`config.mk`:
```
export PLATFORM = sky130hd
export DESIGN_NAME = pcs_sequencer
export DESIGN_NICKNAME = d
export VERILOG_FILES = /design/src/include/pcs_pkg.sv /design/src/include/pcs_div_if.sv /design/src/hdl/pcs_clk_div.sv /design/src/hdl/pcs_sequencer.sv
export SDC_FILE = /design/constraint.sdc
export NUM_CORES = 1
export LEC_CHECK = 0
export ABC_AREA = 1
export BUFFER_PORTS_ARGS = -buffer_cell sky130_fd_sc_hd__buf_2
export CAP_MARGIN = 15
export CORE_MARGIN = 1
export CORE_UTILIZATION = 57
export DETAILED_ROUTE_END_ITERATION = 7
export PLACE_DENSITY_LB_ADDON = 0.2
export SLEW_MARGIN = 0
export SYNTH_ARGS = -nofsm -noshare
export SYNTH_HDL_FRONTEND = slang
export SYNTH_SLANG_ARGS = --single-unit
```
`constraint.sdc`:
```
create_clock -name clk_in -period 4.8 [get_ports clk_in]
set_input_delay 0.48 -clock clk_in [delete_from_list [all_inputs] [get_ports clk_in]]
set_output_delay 0.48 -clock clk_in [all_outputs]
set_load 0.05 [all_outputs]
```
`src/include/pcs_pkg.sv`:
```
// Constants, types and helpers of the PLL clock and reset sequencer.
// Assumes a single 40 MHz input clock and an APB register port.
package pcs_pkg;

    ////////////////////////////////////////////////////////////////////////
    // Clocking figures
    localparam int unsigned CLK_PERIOD_PS     = 25000;
    localparam int unsigned MAX_SYS_PERIOD_PS = 6670;

    ////////////////////////////////////////////////////////////////////////
    // Register offsets (byte addresses)
    localparam logic [7:0] OFF_PLL_MULT = 8'h00;
    localparam logic [7:0] OFF_EXT_CFG2 = 8'h04;
    localparam logic [7:0] OFF_STATUS   = 8'h08;
    localparam logic [7:0] OFF_WDOG     = 8'h0C;

    ////////////////////////////////////////////////////////////////////////
    // Fields and reset values
    localparam int unsigned MULT_W         = 4;
    localparam logic [3:0]  MULT_RST       = 4'h0;
    localparam int unsigned CFG2_TIM_BIT   = 0;
    localparam int unsigned CFG2_CLK_BIT   = 1;
    localparam logic [1:0]  CFG2_RST       = 2'h3;
    localparam int unsigned WD_KICK_BIT    = 0;
    localparam int unsigned ST_LOCKED_BIT  = 0;
    localparam int unsigned ST_LOCKING_BIT = 1;
    localparam int unsigned ST_PLL_OFF_BIT = 2;
    localparam int unsigned ST_MICRO_BIT   = 3;
    localparam int unsigned ST_BUSVAL_BIT  = 4;
    localparam int unsigned ST_BOOTED_BIT  = 5;
    localparam int unsigned ST_MAXRATE_BIT = 6;
    localparam int unsigned ST_MULT_LSB    = 8;
    localparam int unsigned ST_BOOT_LSB    = 16;

    ////////////////////////////////////////////////////////////////////////
    // Timing counts in input-clock cycles, boot delay in system cycles, counter widths
    localparam int unsigned LOCK_CYC      = 131072;
    localparam int unsigned WD_PULSE_CYC  = 512;
    localparam int unsigned BUS_VALID_CYC = 32;
    localparam int unsigned BOOT_SYS_CYC  = 1260;
    localparam int unsigned SEQ_W         = 12;
    localparam int unsigned WD_W          = 10;

    typedef enum logic [2:0] {
        PCS_HOLD = 3'b001,
        PCS_BOOT = 3'b010,
        PCS_RUN  = 3'b100
    } pcs_state_t;

    function automatic logic pcs_hit(input logic [7:0] addr, input logic [7:0] off);
        pcs_hit = (addr[7:2] == off[7:2]);
    endfunction : pcs_hit

endpackage : pcs_pkg

```
`src/include/pcs_div_if.sv`:
```
// Carrier between the sequencer and the clock-output divider.
// Assumes both ends run on the same input clock.
`timescale 1ns/1ps
interface pcs_div_if;
    logic [4:0] num;
    logic       half;
    logic [1:0] odiv;
    logic       pin;
    modport ctl (output num, output half, output odiv, input pin);
    modport gen (input num, input half, input odiv, output pin);
endinterface : pcs_div_if

```
`src/hdl/pcs_clk_div.sv`:
```
// Clock-output pin generator: toggles the pin at the system rate divided
// by 1, 2 or 4. Assumes the rate is given as num/(half?2:1) of clk_in.
`timescale 1ns/1ps
module pcs_clk_div (
    // Clock and reset
    input wire logic clk_in,
    input wire logic arst_n_in,
    input wire logic ce_in,
    // Rate in, pin out
    pcs_div_if.gen   div
);
    logic [6:0] acc;
    wire  [6:0] thr  = (div.half ? 7'h02 : 7'h01) << div.odiv;
    wire  [6:0] step = {1'b0, div.num, 1'b0};
    wire  [6:0] sum  = acc + step;
    wire  [6:0] rem  = sum - thr;

    ////////////////////////////////////////////////////////////////////////
    // Half-period accumulator; faster than clk_in/2 saturates to a toggle
    always_ff @(posedge clk_in or negedge arst_n_in) begin
        if (!arst_n_in) begin
            acc     <= 7'h00;
            div.pin <= 1'b0;
        end else if (ce_in) begin
            if (sum >= thr) begin
                div.pin <= ~div.pin;
                acc     <= (rem >= thr) ? 7'h00 : rem;
            end else begin
                acc <= sum;
            end
        end
    end
endmodule : pcs_clk_div

```
`src/hdl/pcs_sequencer.sv`:
```
// PLL clock-mode selection, reset sequencing and boot-pin sampling.
// Assumes clk_in is the input clock and the reset pin is pulled up on board.
//
// The address map and the APB interface to the registers were left to the implementer.
`timescale 1ns/1ps
// Contract
// RULE1: Disable pin low at reset release: PLL off, system clock equals input clock.
// RULE2: Otherwise power-up mode is bypass: system clock is input clock divided by two.
// RULE3: Non-zero multiplier write enables PLL: system clock is input times n over two.
// RULE4: PLL locks within 131072 input cycles of enable or multiplier change.
// RULE5: Board supplies stable input clock 8 cycles before releasing reset.
// RULE6: Warm reset pin low pulse lasts at least 8 input cycles.
// RULE7: Watchdog reset drives the reset pin low for 512 input cycles.
// RULE8: External address and data become valid 32 cycles after reset release.
// RULE9: Disable pin stable 16 cycles before and after reset release.
// RULE10: Mode select pin stable 16 cycles after reset release.
// RULE11: Boot pins held 2520 input cycles after reset release.
// RULE12: Boot pins sampled after 1260 system cycles, then boot branches.
// RULE13: Config bits reset to one: clock pin shows system clock divided by four.
// RULE14: Full system clock rate reachable only with the PLL enabled.
// RULE15: Old rate kept until lock period ends, then new multiplied rate.
module pcs_sequencer
    import pcs_pkg::*;
#(
    parameter int unsigned LOCK_CYCLES = pcs_pkg::LOCK_CYC,
    parameter int unsigned BOOT_W      = 4
) (
    // Clock, reset, enable
    input  wire logic                clk_in,
    input  wire logic                arst_n_in,
    input  wire logic                ce_in,
    // APB slave
    input  wire logic                psel_in,
    input  wire logic                penable_in,
    input  wire logic                pwrite_in,
    input  wire logic [7:0]          paddr_in,
    input  wire logic [31:0]         pwdata_in,
    output logic      [31:0]         prdata_out,
    output logic                     pready_out,
    output logic                     pslverr_out,
    // Board pins
    input  wire logic                reset_pin_in,
    output logic                     reset_pin_out,
    output logic                     reset_pin_oe_out,
    input  wire logic                pll_disable_pin_in,
    input  wire logic                micro_mode_select_pin_in,
    input  wire logic [BOOT_W-1:0]   boot_mode_pin_in,
    output logic                     clock_output_pin_out,
    // Clock and boot status
    output logic [4:0]               sysclk_mult_out,
    output logic                     sysclk_half_out,
    output logic                     pll_off_out,
    output logic                     pll_locked_out,
    output logic                     max_rate_ok_out,
    output logic                     bus_valid_out,
    output logic                     boot_sampled_out,
    output logic [BOOT_W-1:0]        boot_mode_out,
    output logic                     micro_mode_out
);
    localparam int unsigned LCW = $clog2(LOCK_CYCLES + 1);

    ////////////////////////////////////////////////////////////////////////
    // Pin synchronisers
    logic [BOOT_W+2:0] sync1;
    logic [BOOT_W+2:0] sync2;
    always_ff @(posedge clk_in or negedge arst_n_in) begin
        if (!arst_n_in) begin
            sync1 <= '0;
            sync2 <= '0;
        end else if (ce_in) begin
            sync1 <= {boot_mode_pin_in, micro_mode_select_pin_in,
                      pll_disable_pin_in, reset_pin_in};
            sync2 <= sync1;
        end
    end
    wire              rst_pin_s = sync2[0];
    wire              dis_s     = sync2[1];
    wire              micro_s   = sync2[2];
    wire [BOOT_W-1:0] boot_s    = sync2[BOOT_W+2:3];
    wire              dev_rst   = !rst_pin_s;

    ////////////////////////////////////////////////////////////////////////
    // APB decode
    logic [MULT_W-1:0] mult_reg;
    logic [MULT_W-1:0] act_mult;
    logic [1:0]        cfg2;
    logic              locking;
    logic [LCW-1:0]    lock_cnt;
    logic              wd_active;
    logic [WD_W-1:0]   wd_cnt;
    pcs_state_t        state;
    logic [SEQ_W-1:0]  seq_cnt;

    wire setup    = psel_in && !penable_in;
    wire access   = psel_in && penable_in;
    wire hit_mult = pcs_hit(paddr_in, OFF_PLL_MULT);
    wire hit_cfg  = pcs_hit(paddr_in, OFF_EXT_CFG2);
    wire hit_stat = pcs_hit(paddr_in, OFF_STATUS);
    wire hit_wd   = pcs_hit(paddr_in, OFF_WDOG);
    wire mapped   = hit_mult || hit_cfg || hit_stat || hit_wd;
    wire wr_ok    = ce_in && access && pwrite_in && !dev_rst;
    wire wr_mult  = wr_ok && hit_mult && !pll_off_out && (state != PCS_HOLD);
    wire wr_cfg   = wr_ok && hit_cfg;
    wire wd_kick  = ce_in && access && pwrite_in && hit_wd && pwdata_in[WD_KICK_BIT];
    wire [MULT_W-1:0] wr_val = pwdata_in[MULT_W-1:0];

    wire [31:0] status_word = {{(16-BOOT_W){1'b0}}, boot_mode_out, 4'h0, act_mult,
                               1'b0, max_rate_ok_out, boot_sampled_out, bus_valid_out,
                               micro_mode_out, pll_off_out, locking, pll_locked_out};
    wire [31:0] rdata = hit_mult ? {{(32-MULT_W){1'b0}}, mult_reg}
                      : hit_cfg  ? {30'h0, cfg2}
                      : hit_stat ? status_word
                      : 32'h0000_0000;

    assign pready_out  = ce_in;
    assign pslverr_out = access && !mapped;

    always_ff @(posedge clk_in or negedge arst_n_in) begin
        if (!arst_n_in) begin
            prdata_out <= 32'h0000_0000;
        end else if (ce_in && setup) begin
            prdata_out <= rdata;
        end
    end

    ////////////////////////////////////////////////////////////////////////
    // Multiplier, lock timer and active rate
    always_ff @(posedge clk_in or negedge arst_n_in) begin
        if (!arst_n_in) begin
            mult_reg <= MULT_RST;
            act_mult <= MULT_RST;
            locking  <= 1'b0;
            lock_cnt <= '0;
        end else if (ce_in) begin
            if (dev_rst) begin
                mult_reg <= MULT_RST;
                act_mult <= MULT_RST;                                        // RULE2
                locking  <= 1'b0;
                lock_cnt <= '0;
            end else if (wr_mult) begin
                mult_reg <= wr_val;
                locking  <= (wr_val != '0);                                  // RULE3
                lock_cnt <= '0;
                if (wr_val == '0) begin
                    act_mult <= '0;
                end
            end else if (locking) begin
                lock_cnt <= lock_cnt + 1'b1;
                if (lock_cnt == LCW'(LOCK_CYCLES - 1)) begin                 // RULE4
                    act_mult <= mult_reg;                                    // RULE15
                    locking  <= 1'b0;
                end
            end
        end
    end

    assign pll_locked_out  = (act_mult != '0) && !locking;
    assign sysclk_mult_out = (act_mult == '0) ? 5'h01 : {1'b0, act_mult};    // RULE1 RULE3
    assign sysclk_half_out = !pll_off_out;                                   // RULE1 RULE2
    assign max_rate_ok_out = pll_locked_out &&                               // RULE14
        (64'(CLK_PERIOD_PS) * 64'd2 <= 64'(MAX_SYS_PERIOD_PS) * 64'(act_mult));

    ////////////////////////////////////////////////////////////////////////
    // External interface config and clock-output pin
    always_ff @(posedge clk_in or negedge arst_n_in) begin
        if (!arst_n_in) begin
            cfg2 <= CFG2_RST;
        end else if (ce_in) begin
            if (dev_rst) begin
                cfg2 <= CFG2_RST;                                            // RULE13
            end else if (wr_cfg) begin
                cfg2 <= pwdata_in[1:0];
            end
        end
    end

    pcs_div_if div_bus ();
    assign div_bus.num  = sysclk_mult_out;
    assign div_bus.half = sysclk_half_out;
    assign div_bus.odiv = 2'({1'b0, cfg2[CFG2_TIM_BIT]} + {1'b0, cfg2[CFG2_CLK_BIT]}); // RULE13
    assign clock_output_pin_out = div_bus.pin;

    pcs_clk_div u_div (
        .clk_in    (clk_in),
        .arst_n_in (arst_n_in),
        .ce_in     (ce_in),
        .div       (div_bus.gen)
    );

    ////////////////////////////////////////////////////////////////////////
    // Watchdog reset pulse on the open-drain reset pin
    assign reset_pin_out    = 1'b0;
    assign reset_pin_oe_out = wd_active;
    always_ff @(posedge clk_in or negedge arst_n_in) begin
        if (!arst_n_in) begin
            wd_active <= 1'b0;
            wd_cnt    <= '0;
        end else if (ce_in) begin
            if (wd_active) begin
                wd_cnt <= wd_cnt + 1'b1;
                if (wd_cnt == WD_W'(WD_PULSE_CYC - 1)) begin                 // RULE7
                    wd_active <= 1'b0;
                end
            end else if (wd_kick) begin
                wd_active <= 1'b1;
                wd_cnt    <= '0;
            end
        end
    end

    ////////////////////////////////////////////////////////////////////////
    // Reset release sequence: strap capture, bus valid, boot sampling
    wire [SEQ_W-1:0] boot_cyc = pll_off_out ? SEQ_W'(BOOT_SYS_CYC)
                                            : SEQ_W'(BOOT_SYS_CYC * 2);
    always_ff @(posedge clk_in or negedge arst_n_in) begin
        if (!arst_n_in) begin
            state            <= PCS_HOLD;
            seq_cnt          <= '0;
            pll_off_out      <= 1'b0;
            micro_mode_out   <= 1'b0;
            bus_valid_out    <= 1'b0;
            boot_sampled_out <= 1'b0;
            boot_mode_out    <= '0;
        end else if (ce_in) begin
            if (dev_rst) begin
                state            <= PCS_HOLD;
                seq_cnt          <= '0;
                bus_valid_out    <= 1'b0;
                boot_sampled_out <= 1'b0;
            end else begin
                case (state)
                    PCS_HOLD: begin
                        pll_off_out    <= !dis_s;                            // RULE1 RULE9
                        micro_mode_out <= micro_s;                           // RULE10
                        state          <= PCS_BOOT;
                    end
                    PCS_BOOT: begin
                        seq_cnt <= seq_cnt + 1'b1;
                        if (seq_cnt == SEQ_W'(BUS_VALID_CYC - 1)) begin
                            bus_valid_out <= 1'b1;                           // RULE8
                        end
                        if (seq_cnt == boot_cyc - 1'b1) begin
                            boot_mode_out    <= boot_s;                      // RULE12 RULE11
                            boot_sampled_out <= 1'b1;
                            state            <= PCS_RUN;
                        end
                    end
                    PCS_RUN: begin
                        state <= PCS_RUN;
                    end
                    default: begin
                        state <= PCS_HOLD;
                    end
                endcase
            end
        end
    end

    ////////////////////////////////////////////////////////////////////////
    // Checks
    logic [SEQ_W-1:0] rel_cnt;
    logic [WD_W:0]    oe_cnt;
    always_ff @(posedge clk_in or negedge arst_n_in) begin
        if (!arst_n_in) begin
            rel_cnt <= '0;
            oe_cnt  <= '0;
        end else if (ce_in) begin
            rel_cnt <= dev_rst ? '0 : (rel_cnt + SEQ_W'(rel_cnt != '1));
            oe_cnt  <= reset_pin_oe_out ? oe_cnt + 1'b1 : '0;
        end
    end

    property p_pll_off;
        @(posedge clk_in) disable iff (!arst_n_in)
        pll_off_out |-> (sysclk_mult_out == 5'h01) && !sysclk_half_out && !locking;
    endproperty
    a_pll_off: assert property (p_pll_off) else $error("PLL off mode rate wrong"); // RULE1

    property p_bypass;
        @(posedge clk_in) disable iff (!arst_n_in)
        (state == PCS_BOOT) && !pll_off_out |-> sysclk_half_out && sysclk_mult_out == 5'h01;
    endproperty
    a_bypass: assert property (p_bypass) else $error("Power-up not in bypass"); // RULE2

    property p_enable;
        @(posedge clk_in) disable iff (!arst_n_in)
        wr_mult && (wr_val != '0) |=> locking && lock_cnt == '0;
    endproperty
    a_enable: assert property (p_enable) else $error("Multiplier write did not start PLL"); // RULE3

    property p_lock;
        @(posedge clk_in) disable iff (!arst_n_in)
        locking |-> lock_cnt < LCW'(LOCK_CYCLES);
    endproperty
    a_lock: assert property (p_lock) else $error("Lock exceeded limit"); // RULE4

    property p_wd;
        @(posedge clk_in) disable iff (!arst_n_in)
        $fell(reset_pin_oe_out) |-> $past(oe_cnt) == (WD_W + 1)'(WD_PULSE_CYC - 1);
    endproperty
    a_wd: assert property (p_wd) else $error("Watchdog pulse length wrong"); // RULE7

    property p_busval;
        @(posedge clk_in) disable iff (!arst_n_in)
        $rose(bus_valid_out) |-> rel_cnt == SEQ_W'(BUS_VALID_CYC + 1);
    endproperty
    a_busval: assert property (p_busval) else $error("Bus valid delay wrong"); // RULE8

    property p_boot;
        @(posedge clk_in) disable iff (!arst_n_in)
        $rose(boot_sampled_out) |-> rel_cnt == boot_cyc + 1'b1 && boot_mode_out == $past(boot_s);
    endproperty
    a_boot: assert property (p_boot) else $error("Boot sample moment wrong"); // RULE12

    property p_cfg;
        @(posedge clk_in) disable iff (!arst_n_in)
        ce_in && dev_rst |=> div_bus.odiv == 2'h2;
    endproperty
    a_cfg: assert property (p_cfg) else $error("Clock pin not divided by four"); // RULE13

    property p_max;
        @(posedge clk_in) disable iff (!arst_n_in)
        max_rate_ok_out |-> sysclk_half_out && act_mult >= MULT_W'(8) && !locking;
    endproperty
    a_max: assert property (p_max) else $error("Max rate without PLL"); // RULE14

    property p_hold_rate;
        @(posedge clk_in) disable iff (!arst_n_in)
        ce_in && locking && !wr_mult && !dev_rst && lock_cnt != LCW'(LOCK_CYCLES - 1)
            |=> $stable(act_mult);
    endproperty
    a_hold_rate: assert property (p_hold_rate) else $error("Rate changed during lock"); // RULE15

endmodule : pcs_sequencer

```
Yosys cells after proc, flatten, opt, wreduce, memory -nomap -nowiden
Index checks and enable logic that the tools add are counted.
W data, S select, Z words.

operators by class
  add/sub/neg operators = 7
  multiply operators = 1
  div/mod/pow operators = 0
  $lt $le $gt $ge = 3
  equality and inequality tests = 20
  shift-type cells = 1
  muxes and demuxes = 40
  bitwise gates (word level) = 1
  reduce and logical (&&, ||, !) cells = 41

operator list
  kind                     number
  $mux W20                 3
  $mux W18                 3
  $mux W12                 3
  $mux W4                  8
  $mux W10                 2
  $add A18 B1 Y18 const B  1
  $eq A18 B17 Y1 const B   1
  $le A16 B17 Y1 const A   1
  $mul A12 B4 Y16 const A  1
  $logic_and A1 B1 Y1      15
  $ge A7 B7 Y1             2
  $mux W7                  2
  $reduce_and A2 Y1        7
  $mux W1                  13
  $add A12 B1 Y12 const B  1
  $eq A12 B12 Y1           1
  $eq A12 B5 Y1 const B    1
  $eq A6 B2 Y1 const B     2
  $sub A12 B1 Y12 const B  1
  $add A10 B1 Y10 const B  1
  $eq A10 B9 Y1 const B    1
  $ne A2 B1 Y1 const B     5
  $ne A3 B1 Y1 const B     3
  $pmux W3 S3              1
  other kinds (21)         35

word-level totals
  flip-flop bits (word level) = 117
  bits in latches = 0
  memory bits (writable) = 0
  bits in read-only memories = 0
  bits of input ports = 53
  output and inout bits = 53
  logic and storage cells = 133
  memories kept = 0

Longest topological paths before layout
  word-level depth = 9
  depth in mapped cells = 23
  gate-level depth less buffers = 23

Hierarchy
A second synthesis with hierarchy kept.

unflattened totals
  cell total of the unflattened synthesis = 893
  area total of the unflattened synthesis = 6662.6 µm²

modules (own cells, without submodules)
  module         times used  cells each  area an instance (µm²)
  pcs_sequencer  1           720         5531.6
  pcs_clk_div    1           173         1131.1

Least setup slack after synthesis
No wires, ideal clock.

  path kind = reg2out
  start = register act_mult[1]
  end = output port max_rate_ok_out
  data arrival time = 3.417 ns
  setup slack = 0.903 ns
  cell stages (with the launch flop) = 12
  path buffers = 0
  cells stage by stage = dfrtp_1 > fa_1 > ha_1 > fa_1 > a21oi_1 > o21ai_0 > nand4_1 > a21oi_1 > nand2_1 > nand2_1 > nand2_1 > a21boi_0

on the way
  cells in the longest elaborated chain, start to end = 3
  elaborated cells on any way between the ends = 5

RTL lines
  item                                                          RTL line                                    RTL
  start, declared                                               pcs_sequencer.sv:85                         logic [MULT_W-1:0] act_mult;
  start signal, assigned                                        pcs_sequencer.sv:150                        act_mult <= mult_reg;
  $mul A12 B4 Y16 / $reduce_bool A4 Y1 (equally long branches)  pcs_sequencer.sv:161, pcs_sequencer.sv:157
  $le A16 B17 Y1 / $logic_and A1 B1 Y1 (equally long branches)  pcs_sequencer.sv:161, pcs_sequencer.sv:157
  $logic_and A1 B1 Y1 *                                         pcs_sequencer.sv:160                        assign max_rate_ok_out = pll_locked_out &&
  end, declared                                                 pcs_sequencer.sv:54                         output logic max_rate_ok_out,

Mark *: on every way between the ends. The rest lies on a longest branch, timed or not.

Worst setup path after layout
  start = register act_mult[2]
  end = register u_div.acc[0]

on the way
  cells in the longest elaborated chain, start to end = 7
  elaborated cells on any way between the ends = 8

RTL lines
  item                  RTL line              RTL
  $logic_not A4 Y1      pcs_sequencer.sv:158  assign sysclk_mult_out = (act_mult == '0) ? 5'h01 : {1'b0, act_mult};
  $mux W4 *             pcs_sequencer.sv:158
  $add A7 B5 Y7 *       pcs_clk_div.sv:15     wire [6:0] sum = acc + step;
  $sub A7 B7 Y7         pcs_clk_div.sv:16     wire [6:0] rem = sum - thr;
  $ge A7 B7 Y1          pcs_clk_div.sv:27     acc <= (rem >= thr) ? 7'h00 : rem;
  $mux W7               pcs_clk_div.sv:27
  $mux W7 *             pcs_clk_div.sv:25     if (sum >= thr) begin
  end signal, assigned  pcs_clk_div.sv:27
  end signal, assigned  pcs_clk_div.sv:29     acc <= sum;
  end, declared         pcs_clk_div.sv:12     logic [6:0] acc;

Marked as above.
A chain may end at the register's enable or synchronous reset.

==> results.yml <==
run_status:
  outcome: "complete, no violations"
power_and_ir_drop:
  highest_ir_drop_seen_on_vdd_mv: 0.264
  pwr-share-seq_pct: 37.5
  p_total_mw: 2.66
  power.density_cell_area_nw_per_um2: 403
  p_leak_nw: 3.48
  cellInternalPower_mw: 1.53
  comb_power_share_pct: 42.5
  switching_share_pct: 42.5
  power_frac_clock_pct: 20.0
  switching_power_mw: 1.13
sta:
  finalWorstSetupSlack_ns: 0.638
  fin_worst_hold_slack_ns: 0.233
  rsz0062_at_grt: "false"
  setup_viol: 0
  drv_slew: 0
  setup-tns-final_ns: 0
  max_freq_mhz: 240
  timing.max_slew.rel_slack_pct: 38.0
  final_number_of_hold_violating_endpoints: 0
  period_minus_slack_ns: 4.16
  fin_crit_sh_pct: 86.7
  max_slew.worst_pin.slew_ns: 0.929
  skew_ns: 0.0114
finish:
  utilization_pct: 63.9
  layout.nets: 914
  largest-register: "lock_cnt"
  largest_register_ff_count: 18
  flow.area_growth_from_synthesis_pct: 8.31
  final_layout_size_suffix_gt1_share_pct: 11.6
  count_of_inserted_antenna_diode_cells: 0
  fin_cells: 956
  finish.instance_area_sq_um: 6600
  reg.largest.list: "lock_cnt (18), prdata_out (15), seq_cnt (12)"
logic_synthesis:
  synth_seq_area_share_pct: 41.1
  synth_warnings: 0
  yosys.cell_count.top_type: "nand2_1"
  post_synth.cell_area_avg_sq_um: 8.00
  netlist-cell-type-count: 44
  synthesis.area_sq_um: 6090
  synthCells: 762
  ys_top_cells_by_count: "nand2_1 (189), dfrtp_1 (97), inv_1 (85), nor2_1 (59), nand3_1 (48)"
  post_synth_main_area_contributors: "dfrtp_1 (40%), nand2_1 (12%), ha_1 (8.2%)"
  synth-edff-count: 0
  yosys_register_bits: 100
  async_reset_ff_share_pct: 100
  post-synth-top-area-cell: "dfrtp_1"
  synth_top_area_share_pct: 39.8
  synth_ff_type: "dfrtp_1"
clocking:
  post_cts_resize_count: 0
  cts-root-buf: "clkbuf_8"
  cts_post_setup_buffers_inserted: 0
  clockBufferDepth: 2
  tritoncts: "built"
  cts_max_level: 3
  cts_made_buffers: 9
  worstSkewPairLatency_ns: 0.39
  clk_pin_slew_worst_paths_ns: 0.09
  tritoncts_num_sinks: 100
  ctsHoldBuffers: 0
placed_design:
  placement.io_buffers: 56
  placedInstanceArea_sq_um: 6420
  placedCellCount: 940
  dp_worst_setup_slack_ns: 0.723
  place_congestion: 0.898
  dp_hpwl_um: 10100
detailed_routing:
  drt_first_pass_iters: 5
  total_wire_length_after_detailed_routing_um: 13600
  remaining_drc_errors: 0
  route.detailed.wl_per_inst_um: 14.2
  drt-initial-drc-count: 280
  via_count: 5241
  final_antenna_net_count: 0
  via_per_inst: 5.48
setup_path:
  critical_path_class: "register to register"
  cp_max_fo: 7
  worstPathRequired_ns: 5.11
  cp-end-kind: "register"
  critical_path.startpoint_type: "register"
  cp_data_arrival_time_ns: 4.47
  worst_r2r_path_depth: 23
floorplanning:
  ioPinCount: 106
  die-area_sq_um: 11100
  die_x_um: 105
  core-area_sq_um: 10300
  start_util_pct: 59.0
  die_height_um: 105
  fp_rows: 37
global_route:
  first_global_vias: 5049
  grtUsageTotal_pct: 26.0
  antenna_found_initial: 0
  wire_length_of_the_first_global_routing_pass_um: 22900
  gr-total-overflow: 0
  largest_net_degree_at_the_start_of_global_routing: 74
worst_hold_path:
  tightest_hold_check_type: "input port to asynchronous set/reset pin"
run:
  drv.max_cap_violation_count: 0
-- critical path, stage by stage (launching register included) --
cell	delay [ns]
dfrtp_1	0.51
inv_1	0.18
ha_1	0.23
inv_1	0.05
nor3_1	0.07
or2_2	0.33
ha_1	0.23
fa_1	0.39
inv_1	0.06
nand2_1	0.06
nand2_1	0.08
inv_1	0.05
ha_1	0.30
a21oi_1	0.17
nand2_1	0.12
xor2_1	0.20
ha_1	0.28
nand2_1	0.07
inv_1	0.05
nand2_1	0.06
nand2_1	0.04
nor2_1	0.30
nand3_1	0.11
o21ai_0	0.17
-- logic make-up after synthesis --
logic type                 Yosys count  synth area share [%]
AOI/OAI and AO/OA                  106                  9.69
xor gates and xnor gates            24                  3.45
adders and majority gates           46                  10.2
buffers and inverters              125                  9.09
DFF                                100                  41.1
muxes                                1                 0.164
other                                1                0.0615
and+or+nand+nor                    359                  26.2
-- power groups by stage --
| stage | sequential, mW | clock, mW | combinational [mW] |
|---|---|---|---|
| after floorplan | 1.05 | 0 | 0.822 |
| after global placement | 1.01 | 0 | 1.07 |
| after detailed placement | 1.01 | 0 | 1.11 |
| after CTS | 0.997 | 0.547 | 1.12 |
| after global routing | 1.01 | 0.573 | 1.28 |
| final | 0.998 | 0.533 | 1.13 |
-- routing by layer --
metal	global-route usage [%]	routed length (um)
met5	0	0
met4	9.86	204
met3	4.82	525
met2	44.5	6800
met1	32.8	6030
-- cell usage in the layout, fill, tap and decap left out, types with 4 or more instances in the layout --
cell type,instances
ha_1,40
conb_1,19
buf_2,55
o31ai_1,11
a31oi_1,6
nor4_1,9
inv_2,6
o21ai_0,41
dfrtp_1,97
a21oi_1,37
xor2_1,18
inv_1,85
fa_1,6
nor3_1,15
nand3_1,48
nand2_1,189
nand2_2,4
nand4_1,20
nor2_1,59
xnor2_1,6
clkbuf_8,9
-- final cells by class --
cell class	instances	area, sq um
clock buffers	11	131
flip-flops and latches	100	2510
fillers	911	3720
well taps	136	170
clock inverters	5	52.6
multi-input cells	555	3100
repair buffers	58	298
inverters	91	342
-- path summary, 6_finish.rpt --
| kind | start | end | slack, ns |
|---|---|---|---|
| worst max-delay path | act_mult[2]$_DFFE_PN0P_ | u_div.acc[0]$_DFFE_PN0P_ | 0.64 |
| worst min-delay path | arst_n_in | prdata_out[8]$_DFFE_PN0P_ | 0.23 |
| worst max register to register | act_mult[2]$_DFFE_PN0P_ | u_div.acc[0]$_DFFE_PN0P_ | 0.64 |
| worst min register to register | sync2[1]$_DFFE_PN0P_ | pll_off_out$_DFFE_PN0P_ | 0.46 |
| max in group asynchronous | arst_n_in | state[0]$_DFFE_PN1P_ | 3.63 |
| min in group clk_in | micro_mode_select_pin_in | sync1[2]$_DFFE_PN0P_ | 0.29 |
Note: power is estimated with default switching activity, not from simulation.
